## src/bcs_params.svh

```systemverilog
// Purpose: constants for the boot clock source select block
// Assumes: included by bare name before use
// Notes: bit positions index the reset configuration word from bit 0
`ifndef BCS_PARAMS_SVH
`define BCS_PARAMS_SVH

// sizes
`define BCS_RCW_W 256
`define BCS_CORES 8

// configuration word field positions
`define BCS_MEM_RANGE_LSB 8
`define BCS_MEM_RATIO_LSB 10
`define BCS_MEM_SYNC_BIT 184
`define BCS_MEM_RATE_BIT 232
`define BCS_MEM_RSV_BIT 234
`define BCS_CORE_SEL_LSB 16
`define BCS_SD_RATIO_LSB 48
`define BCS_SD_DIV1_LSB 57
`define BCS_SD_DIV2_BIT 62
`define BCS_SD_DIV3_BIT 63
`define BCS_FM_SEL_LSB 64
`define BCS_PME_SEL_BIT 66

// core select codes, cores 0 to 3
`define BCS_LO_P1D1 4'h0
`define BCS_LO_P1D2 4'h1
`define BCS_LO_P2D1 4'h4
`define BCS_LO_P2D2 4'h5
`define BCS_LO_P3D2 4'h8
// core select codes, cores 4 to 7
`define BCS_HI_P1D1 4'h0
`define BCS_HI_P3D1 4'h8
`define BCS_HI_P3D2 4'h9
`define BCS_HI_P4D1 4'hC
`define BCS_HI_P4D2 4'hD

// memory ratio codes; asynchronous code value equals the ratio
`define BCS_AR_5 5'h05
`define BCS_AR_6 5'h06
`define BCS_AR_8 5'h08
`define BCS_AR_9 5'h09
`define BCS_AR_10 5'h0A
`define BCS_AR_12 5'h0C
`define BCS_AR_13 5'h0D
`define BCS_AR_16 5'h10
`define BCS_SYNC_RATIO 5'h01
`define BCS_SYNC_MULT 5'h01

// serdes ratio codes and multipliers
`define BCS_SD_R10 3'h0
`define BCS_SD_R20 3'h1
`define BCS_SD_R25 3'h2
`define BCS_SD_R40 3'h3
`define BCS_SD_R50 3'h4
`define BCS_SD_M10 6'h0A
`define BCS_SD_M20 6'h14
`define BCS_SD_M25 6'h19
`define BCS_SD_M40 6'h28
`define BCS_SD_M50 6'h32
`define BCS_SD_RSV 7'h40

// register byte addresses
`define BCS_REG_ERR 4'h0
`define BCS_REG_MASK 4'h4
`define BCS_REG_SUM 4'h8

`endif

```

## src/bcs_pkg.sv

```systemverilog
// Purpose: shared types of the boot clock source select block
// Assumes: nothing
// Notes: state codes are Gray along the load path
package bcs_pkg;

    typedef enum logic [1:0] {
        ST_IDLE = 2'h0,
        ST_DECODE = 2'h1,
        ST_HELD = 2'h3
    } bcs_state_t;

    typedef enum logic [1:0] {
        PLL_CLUSTER1 = 2'h0,
        PLL_CLUSTER2 = 2'h1,
        PLL_CLUSTER3 = 2'h2,
        PLL_CLUSTER4 = 2'h3
    } bcs_pll_t;

endpackage : bcs_pkg

```

## src/bcs_dec_if.sv

```systemverilog
// Purpose: carrier between the top and one core select decoder
// Assumes: bcs_pkg compiled first
// Notes: purely combinational signals
`timescale 1ns/1ns
`default_nettype none
interface bcs_dec_if;
    logic [3:0] code;
    logic hi_group;
    bcs_pkg::bcs_pll_t src;
    logic div2;
    logic rsv;
    modport dec (input code, input hi_group, output src, output div2, output rsv);
    modport user (output code, output hi_group, input src, input div2, input rsv);
endinterface : bcs_dec_if
`default_nettype wire

```

## src/bcs_core_dec.sv

```systemverilog
// Purpose: decode one core complex select code to source and divider
// Assumes: bcs_params.svh and bcs_pkg available
// Notes: reserved codes report rsv and fall back to cluster pll 1 /1
`timescale 1ns/1ns
`default_nettype none
`include "bcs_params.svh"
module bcs_core_dec (
    bcs_dec_if.dec p
);

    // two selection sets: lower and upper core group
    always_comb begin
        p.src = bcs_pkg::PLL_CLUSTER1;
        p.div2 = 1'b0;
        p.rsv = 1'b0;
        if (!p.hi_group) begin
            case (p.code)
                `BCS_LO_P1D1: p.src = bcs_pkg::PLL_CLUSTER1;
                `BCS_LO_P1D2: p.div2 = 1'b1;
                `BCS_LO_P2D1: p.src = bcs_pkg::PLL_CLUSTER2;
                `BCS_LO_P2D2: begin
                    p.src = bcs_pkg::PLL_CLUSTER2;
                    p.div2 = 1'b1;
                end
                `BCS_LO_P3D2: begin
                    p.src = bcs_pkg::PLL_CLUSTER3;
                    p.div2 = 1'b1;
                end
                default: p.rsv = 1'b1;
            endcase
        end else begin
            case (p.code)
                `BCS_HI_P1D1: p.src = bcs_pkg::PLL_CLUSTER1;
                `BCS_HI_P3D1: p.src = bcs_pkg::PLL_CLUSTER3;
                `BCS_HI_P3D2: begin
                    p.src = bcs_pkg::PLL_CLUSTER3;
                    p.div2 = 1'b1;
                end
                `BCS_HI_P4D1: p.src = bcs_pkg::PLL_CLUSTER4;
                `BCS_HI_P4D2: begin
                    p.src = bcs_pkg::PLL_CLUSTER4;
                    p.div2 = 1'b1;
                end
                default: p.rsv = 1'b1;
            endcase
        end
    end

endmodule : bcs_core_dec
`default_nettype wire

```

## src/bcs_clock_select.sv

```systemverilog
// Purpose: decode the reset configuration word into clock source selections
// Assumes: configuration word valid and steady from reset release on
// Notes: the word is captured once per reset; selection outputs then hold until reset
//
// Implementation choices: the placing of the registers and the strobed register port.
`timescale 1ns/1ns
`default_nettype none
`include "bcs_params.svh"

module bcs_clock_select #(
    parameter int CORES = `BCS_CORES,
    parameter int RCW_W = `BCS_RCW_W
) (
    input wire logic CORE_CLK,
    input wire logic SYS_RST,
    input wire logic CLK_EN,
    input wire logic [RCW_W-1:0] RCW_WORD,
    input wire logic [3:0] REG_ADDR,
    input wire logic [31:0] REG_WDATA,
    input wire logic REG_WE,
    input wire logic REG_RE,
    output logic [31:0] REG_RDATA,
    output wire logic [2*CORES-1:0] CORE_SRC,
    output wire logic [CORES-1:0] CORE_DIV2,
    output logic MEM_REF_PLAT,
    output logic MEM_SYNC,
    output logic [4:0] MEM_MULT,
    output logic [1:0] MEM_RANGE,
    output logic [17:0] SD_MULT,
    output logic [6:0] SD_LANE_DIV2,
    output logic [1:0] FM_SRC_PLL3,
    output logic PME_SRC_PLL3,
    output logic CFG_VALID,
    output logic CFG_ERR
);

    // error bits: cores, mem ratio, mode mismatch, mem reserved bit, serdes banks
    localparam int EW = CORES + 6;

    bcs_pkg::bcs_state_t state_q;
    logic [RCW_W-1:0] rcw_q;
    logic [EW-1:0] err_q;
    logic [EW-1:0] err_d;
    logic [EW-1:0] mask_q;
    logic [EW-1:0] wr_mask;
    logic [4:0] mem_mult_d;
    logic [4:0] mem_code;
    logic mem_sync;
    logic err_hit;
    logic decode_now;
    wire [CORES-1:0] core_rsv;
    wire [17:0] sd_mult_d;
    wire [2:0] sd_rsv_d;

    // load sequence: capture in idle, decode once, then hold until reset
    always_ff @(posedge CORE_CLK) begin
        if (SYS_RST) begin
            state_q <= bcs_pkg::ST_IDLE;
        end else if (CLK_EN) begin
            case (state_q)
                bcs_pkg::ST_IDLE: state_q <= bcs_pkg::ST_DECODE;
                bcs_pkg::ST_DECODE: state_q <= bcs_pkg::ST_HELD;
                bcs_pkg::ST_HELD: state_q <= bcs_pkg::ST_HELD;
                default: state_q <= bcs_pkg::ST_IDLE;
            endcase
        end
    end

    assign decode_now = CLK_EN && (state_q == bcs_pkg::ST_DECODE);

    // single sample of the word; later changes of the pins are ignored
    always_ff @(posedge CORE_CLK) begin
        if (SYS_RST) begin
            rcw_q <= '0;
        end else if (CLK_EN && state_q == bcs_pkg::ST_IDLE) begin
            rcw_q <= RCW_WORD;
        end
    end

    // one decoder per core complex, independent of its neighbours
    for (genvar i = 0; i < CORES; i++) begin : g_core
        bcs_dec_if u_if ();
        logic [1:0] src_q;
        logic div_q;
        assign u_if.code = rcw_q[`BCS_CORE_SEL_LSB + 4*i +: 4];
        assign u_if.hi_group = (i >= CORES / 2) ? 1'b1 : 1'b0;
        assign core_rsv[i] = u_if.rsv;
        bcs_core_dec u_dec (
            .p(u_if.dec)
        );
        always_ff @(posedge CORE_CLK) begin
            if (SYS_RST) begin
                src_q <= 2'h0;
                div_q <= 1'b0;
            end else if (decode_now) begin
                src_q <= u_if.src;
                div_q <= u_if.div2;
            end
        end
        assign CORE_SRC[2*i +: 2] = src_q;
        assign CORE_DIV2[i] = div_q;
    end

    // memory ratio decode; async codes carry the ratio as their own value
    assign mem_code = rcw_q[`BCS_MEM_RATIO_LSB +: 5];
    assign mem_sync = rcw_q[`BCS_MEM_SYNC_BIT];
    always_comb begin
        mem_mult_d = 5'h00;
        if (mem_sync) begin
            if (mem_code == `BCS_SYNC_RATIO) begin
                mem_mult_d = `BCS_SYNC_MULT;
            end
        end else begin
            case (mem_code)
                `BCS_AR_5, `BCS_AR_6, `BCS_AR_8, `BCS_AR_9,
                `BCS_AR_10, `BCS_AR_12, `BCS_AR_13, `BCS_AR_16: mem_mult_d = mem_code;
                default: mem_mult_d = 5'h00;
            endcase
        end
    end

    // serdes multiplier decode; top bit of result marks a reserved code
    function automatic logic [6:0] sd_dec(input logic [2:0] code, input logic bank1);
        logic [6:0] r;
        r = `BCS_SD_RSV;
        case (code)
            `BCS_SD_R10: r = {1'b0, `BCS_SD_M10};
            `BCS_SD_R20: r = {1'b0, `BCS_SD_M20};
            `BCS_SD_R25: r = {1'b0, `BCS_SD_M25};
            `BCS_SD_R40: r = bank1 ? {1'b0, `BCS_SD_M40} : `BCS_SD_RSV;
            `BCS_SD_R50: r = bank1 ? {1'b0, `BCS_SD_M50} : `BCS_SD_RSV;
            default: r = `BCS_SD_RSV;
        endcase
        return r;
    endfunction : sd_dec

    for (genvar b = 0; b < 3; b++) begin : g_bank
        wire [6:0] res;
        assign res = sd_dec(rcw_q[`BCS_SD_RATIO_LSB + 3*b +: 3], (b == 0) ? 1'b1 : 1'b0);
        assign sd_mult_d[6*b +: 6] = res[5:0];
        assign sd_rsv_d[b] = res[6];
    end

    // error collection; the two mode bits must agree and the spare bit stay low
    assign err_d = {sd_rsv_d,
                    rcw_q[`BCS_MEM_RSV_BIT],
                    rcw_q[`BCS_MEM_SYNC_BIT] ^ rcw_q[`BCS_MEM_RATE_BIT],
                    (mem_mult_d == 5'h00),
                    core_rsv};

    always_ff @(posedge CORE_CLK) begin
        if (SYS_RST) begin
            err_q <= '0;
        end else if (decode_now) begin
            err_q <= err_d;
        end
    end

    // memory outputs: one set feeds both controllers, so they cannot differ
    always_ff @(posedge CORE_CLK) begin
        if (SYS_RST) begin
            MEM_SYNC <= 1'b0;
            MEM_REF_PLAT <= 1'b0;
            MEM_MULT <= 5'h00;
            MEM_RANGE <= 2'h0;
        end else if (decode_now) begin
            MEM_SYNC <= mem_sync;
            MEM_REF_PLAT <= mem_sync;
            MEM_MULT <= mem_mult_d;
            MEM_RANGE <= rcw_q[`BCS_MEM_RANGE_LSB +: 2];
        end
    end

    // serdes multipliers and lane dividers
    always_ff @(posedge CORE_CLK) begin
        if (SYS_RST) begin
            SD_MULT <= 18'h00000;
            SD_LANE_DIV2 <= 7'h00;
        end else if (decode_now) begin
            SD_MULT <= sd_mult_d;
            SD_LANE_DIV2[4:0] <= rcw_q[`BCS_SD_DIV1_LSB +: 5];
            SD_LANE_DIV2[5] <= rcw_q[`BCS_SD_DIV2_BIT];
            SD_LANE_DIV2[6] <= rcw_q[`BCS_SD_DIV3_BIT];
        end
    end

    // frame manager and pattern engine source muxes
    always_ff @(posedge CORE_CLK) begin
        if (SYS_RST) begin
            FM_SRC_PLL3 <= 2'h0;
            PME_SRC_PLL3 <= 1'b0;
        end else if (decode_now) begin
            FM_SRC_PLL3 <= rcw_q[`BCS_FM_SEL_LSB +: 2];
            PME_SRC_PLL3 <= rcw_q[`BCS_PME_SEL_BIT];
        end
    end

    // valid rises after the decode cycle and stays until reset
    always_ff @(posedge CORE_CLK) begin
        if (SYS_RST) begin
            CFG_VALID <= 1'b0;
        end else if (decode_now) begin
            CFG_VALID <= 1'b1;
        end
    end

    // error mask, software writable; all errors enabled after reset
    assign wr_mask = REG_WDATA[EW-1:0];
    always_ff @(posedge CORE_CLK) begin
        if (SYS_RST) begin
            mask_q <= '1;
        end else if (CLK_EN && REG_WE && REG_ADDR == `BCS_REG_MASK) begin
            mask_q <= wr_mask;
        end
    end

    // registered error output; masking lets software accept a known odd word
    assign err_hit = |(err_q & mask_q);
    always_ff @(posedge CORE_CLK) begin
        if (SYS_RST) begin
            CFG_ERR <= 1'b0;
        end else if (CLK_EN) begin
            CFG_ERR <= err_hit;
        end
    end

    // read port: data in the cycle after an enabled strobe, zero after other enabled cycles, held while CLK_EN is low
    always_ff @(posedge CORE_CLK) begin
        if (SYS_RST) begin
            REG_RDATA <= 32'h00000000;
        end else if (CLK_EN) begin
            if (REG_RE) begin
                case (REG_ADDR)
                    `BCS_REG_ERR: REG_RDATA <= 32'(err_q);
                    `BCS_REG_MASK: REG_RDATA <= 32'(mask_q);
                    `BCS_REG_SUM: REG_RDATA <= 32'({CFG_VALID, state_q, MEM_SYNC, MEM_MULT});
                    default: REG_RDATA <= 32'h00000000;
                endcase
            end else begin
                REG_RDATA <= 32'h00000000;
            end
        end
    end
endmodule : bcs_clock_select
`default_nettype wire

```

## config.mk

```make
export PLATFORM = sky130hd
export DESIGN_NAME = bcs_clock_select
export DESIGN_NICKNAME = d
export VERILOG_FILES = /design/src/bcs_pkg.sv /design/src/bcs_dec_if.sv /design/src/bcs_core_dec.sv /design/src/bcs_clock_select.sv
export VERILOG_INCLUDE_DIRS = /design/src
export SDC_FILE = /design/constraint.sdc
export NUM_CORES = 1
export LEC_CHECK = 0
export BUFFER_PORTS_ARGS = -buffer_cell sky130_fd_sc_hd__buf_2
export CAP_MARGIN = 25
export CORE_AREA = 2 2 150 152
export CTS_CLUSTER_DIAMETER = 30
export DETAILED_ROUTE_END_ITERATION = 12
export DIE_AREA = 0 0 152 154
export PLACE_DENSITY = 0.64
export SLEW_MARGIN = 0
export SYNTH_ARGS = -nofsm -noshare
export SYNTH_HDL_FRONTEND = slang
export SYNTH_SLANG_ARGS = --single-unit
```

## constraint.sdc

```tcl
create_clock -name CORE_CLK -period 1.46 [get_ports CORE_CLK]
set_input_delay 0.219 -clock CORE_CLK [delete_from_list [all_inputs] [get_ports CORE_CLK]]
set_output_delay 0.219 -clock CORE_CLK [all_outputs]
set_load 0.01 [all_outputs]
```

==> flow_summary_export.csv <==
group,metric,value,unit
pwr,powerDensity,1180,nW/um^2
cells_and_area,finalNetCount,1262,
logic_synthesis,synth_area,6630,sq um
logic_synthesis,yosysWarnings,0,
logic_synthesis,yosysTopAreaCell,"dfxtp_1",
logic_synthesis,synthCells,807,
sta,final_max_slew_viol_count,0,
logic_synthesis,ys_types,48,
sta,fin_skew,0.00735,ns
placed_design,dpl.hpwl,13600,microns
floorplan,fp.dieH,154,microns
clock_tree,cts_tree,"yes",
clock_tree,numCtsBuffers,17,
pwr,fin_total_pwr,9.95,mW
pwr,sw_frac_of_total,25.5,%
pwr,combPwrFrac,10.4,%
sta,setup_tns,0,ns
logic_synthesis,netlist.area_leader.share,49.8,%
pwr,p_leak,3.45,nW
drt,dr_wl_met3,1450,microns
clock_tree,cts.clk_slew.worst_paths,0.06,ns
clock_tree,cts-root-buf,"clkbuf_16",
critical_path,startpoint,"state_q[1]",
clock_tree,cts.sinks,165,
drt,wl_per_cell,15.0,microns
critical_path,rr_startpoint,"state_q[1]",
pwr,p_clk_share,41.3,%
global_routing,grt.total_usage,16.2,%
hold_path,worstHoldStart,"RCW_WORD[25]",
drt,drtPass1Iterations,5,
cells_and_area,area_growth,27.3,%
floorplan,die_w,152,microns
placed_design,dpl_cell_area,7870,sq um
sta,min_period,1.38,ns
sta,rsz0062_at_grt,"true",
drt,finalWirelength,18900,microns
cells_and_area,final_area,8440,sq um
hold_path,hp-class,"in2reg",
drt,drtAntennaViolNets,0,
floorplan,rows,54,
sta,finalCritPeriodShare,94.7,%
sta,worst_slack,0.0767,ns
global_routing,grt_start_max_net_pins,66,
critical_path,critPathCaptureType,"flip-flop",
clock_tree,ctsHtreeMaxLevel,4,
floorplan,start_util,30.6,%
drt,routed.top_layer,"met5",
clock_tree,cts_buffer_depth,2,
logic_synthesis,synth_edf_count,0,
global_routing,antenna_found_initial,5,
floorplan,fp.coreArea,21700,sq um
critical_path,cp_data_required_time,1.76,ns
sta,max_freq,723,MHz
placed_design,gp_congestion,0.785,
placed_design,pre_cts_slack,-0.00519,ns
critical_path,arrival,1.69,ns
global_routing,grt_pass1_vias,5541,
drt,met2_length,8110,microns
placed_design,io_buffers,158,
critical_path,worst_setup_path_start_kind,"flip-flop",
cells_and_area,drive_gt1_share,26.1,%
floorplan,ioPinCount,392,
pwr,p_int,7.41,mW
logic_synthesis,yosysSeqAreaShare,49.8,%
pwr,power_switching,2.54,mW
logic_synthesis,ys_seq_elements,165,
clock_tree,clk_latency,0.42,ns
drt,drc,0,
global_routing,grt_pass1_wl,30100,microns
sta,hold_viol,0,
run_status,status,"finished, final reports clean",
logic_synthesis,synth.area.top_cells,"dfxtp_1 50%, nand2_1 12%, a21oi_1 9.4%, buf_4 3.5%, buf_2 2.0%",
drt,viasPerCell,4.76,
drt,vias,5992,
global_routing,overflow,0,
logic_synthesis,async_reset_ff_share,0,%
pwr,power_frac_seq,48.3,%
logic_synthesis,synth_ff_type,"dfxtp_1",
sta,timing.hold.ws,0.0320,ns
drt,wl_met1,9150,microns
logic_synthesis,synth.avg_cell_area,8.22,sq um
drt,drtIter0Drc,247,
floorplan,fp.dieArea,23400,sq um
critical_path,worstPathMaxFanout,17,
run,drv_cap,0,
critical_path,worstSetupPathType,"reg2reg",
pwr,vdd_drop_max,0.680,mV
sta,setup_viol,0,
## per-stage QoR
step / utilization, % / cells
after detailed placement: 36.3 / 1226
final: 38.9 / 1260
after CTS: 38.8 / 1257
after floorplan: - / 826
after global routing: 38.9 / 1257
after global placement: 36.3 / 1226
## flip-flops by register name (all words and copies together) (netlist names), 5 cells and up
signal	flops
SD_LANE_DIV2	7
mask_q	14
rcw_q	61
MEM_MULT	5
err_q	14
REG_RDATA	14
g_core.div_q	8
SD_MULT	16
g_core.src_q	16
## placed cells by master, fill, tap and decap left out, types with 3 or more instances in the layout
| cell type | instances |
|---|---|
| a211o_1 | 14 |
| a211oi_1 | 8 |
| a21oi_1 | 125 |
| a22oi_1 | 17 |
| and3_1 | 14 |
| and3b_1 | 4 |
| buf_12 | 9 |
| buf_2 | 157 |
| buf_4 | 43 |
| clkbuf_1 | 4 |
| clkbuf_16 | 17 |
| clkbuf_8 | 3 |
| clkinvlp_4 | 4 |
| conb_1 | 20 |
| dfxtp_1 | 165 |
| diode_2 | 3 |
| inv_1 | 11 |
| nand2_1 | 219 |
| nand3_1 | 22 |
| nand3b_1 | 3 |
| nand4_1 | 4 |
| nor2_1 | 21 |
| nor2b_1 | 6 |
| nor3_1 | 12 |
| nor3_2 | 3 |
| nor3b_1 | 5 |
| o21ai_0 | 9 |
| o21ba_2 | 4 |
| o221ai_1 | 13 |
| or3_1 | 7 |
| or3_4 | 3 |
| xnor2_1 | 3 |
## cells by family after synthesis
family                    Yosys count  synth area share (%)
and+or+nand+nor                   336                  23.1
DFF                               165                  49.8
AOI/OAI and AO/OA                 199                  18.3
xor gates and xnor gates            5                 0.660
other                               1                0.0565
muxes                               1                 0.151
buffers and inverters             100                  8.02
## critical path, stage by stage, from the launching register on
cell,delay [ns]
dfxtp_1,0.32
nand3b_1,0.20
buf_4,0.25
buf_12,0.15
nor3_2,0.16
buf_4,0.15
a211oi_1,0.04
## cells in the mapped netlist, types with 5 or more instances
| library cell | n |
|---|---|
| clkbuf_1 | 27 |
| inv_1 | 11 |
| o21ai_0 | 9 |
| buf_4 | 31 |
| nor2_1 | 21 |
| nand3_1 | 22 |
| a211o_1 | 14 |
| and3_1 | 14 |
| buf_2 | 26 |
| a21oi_1 | 125 |
| o221ai_1 | 13 |
| nor3b_1 | 5 |
| a22oi_1 | 17 |
| or3_1 | 10 |
| nor2b_1 | 6 |
| a211oi_1 | 9 |
| nor3_1 | 15 |
| and3b_1 | 5 |
| nand2_1 | 219 |
| dfxtp_1 | 165 |
## per-layer routing
layer	global-route usage [%]	up-vias
li1	-	3038
met1	22.3	2772
met2	23.6	158
met3	6.40	20
met4	4.63	4
met5	0	-
## power by group through the flow
stage | combinational (mW) | clock (mW) | sequential [mW]
final | 1.04 | 4.11 | 4.80
after global routing | 1.16 | 4.43 | 4.82
after CTS | 1.04 | 4.24 | 4.80
after detailed placement | 1.04 | 0 | 4.90
after global placement | 1.03 | 0 | 4.89
after floorplan | 0.631 | 0 | 4.88
## final timing paths
path / end / slack [ns] / cells past startpoint
worst min register to register: g_core[1].div_q / 0.45 / 2
worst min-delay path: rcw_q[25] / 0.03 / 3
worst max-delay path: err_q[7] / 0.08 / 6
worst max register to register: err_q[7] / 0.08 / 6
## layout make-up
class / count / area, sq um
clock inverters: 7 / 48.8
repair buffers: 209 / 1290
multi-input cells: 561 / 2920
clock buffers: 24 / 482
flip-flops and latches: 165 / 3300
well taps: 280 / 350
diodes: 3 / 7.51
fillers: 2250 / 13200
inverters: 11 / 41.3
## repair_timing
item,CTS,global route
buffers inserted,0,0
pin swaps,0,2
gates resized for setup,1,6
hold buffers,0,0
endpoints found under the setup margin,1,8
Note: power is estimated with default switching activity, not from simulation.
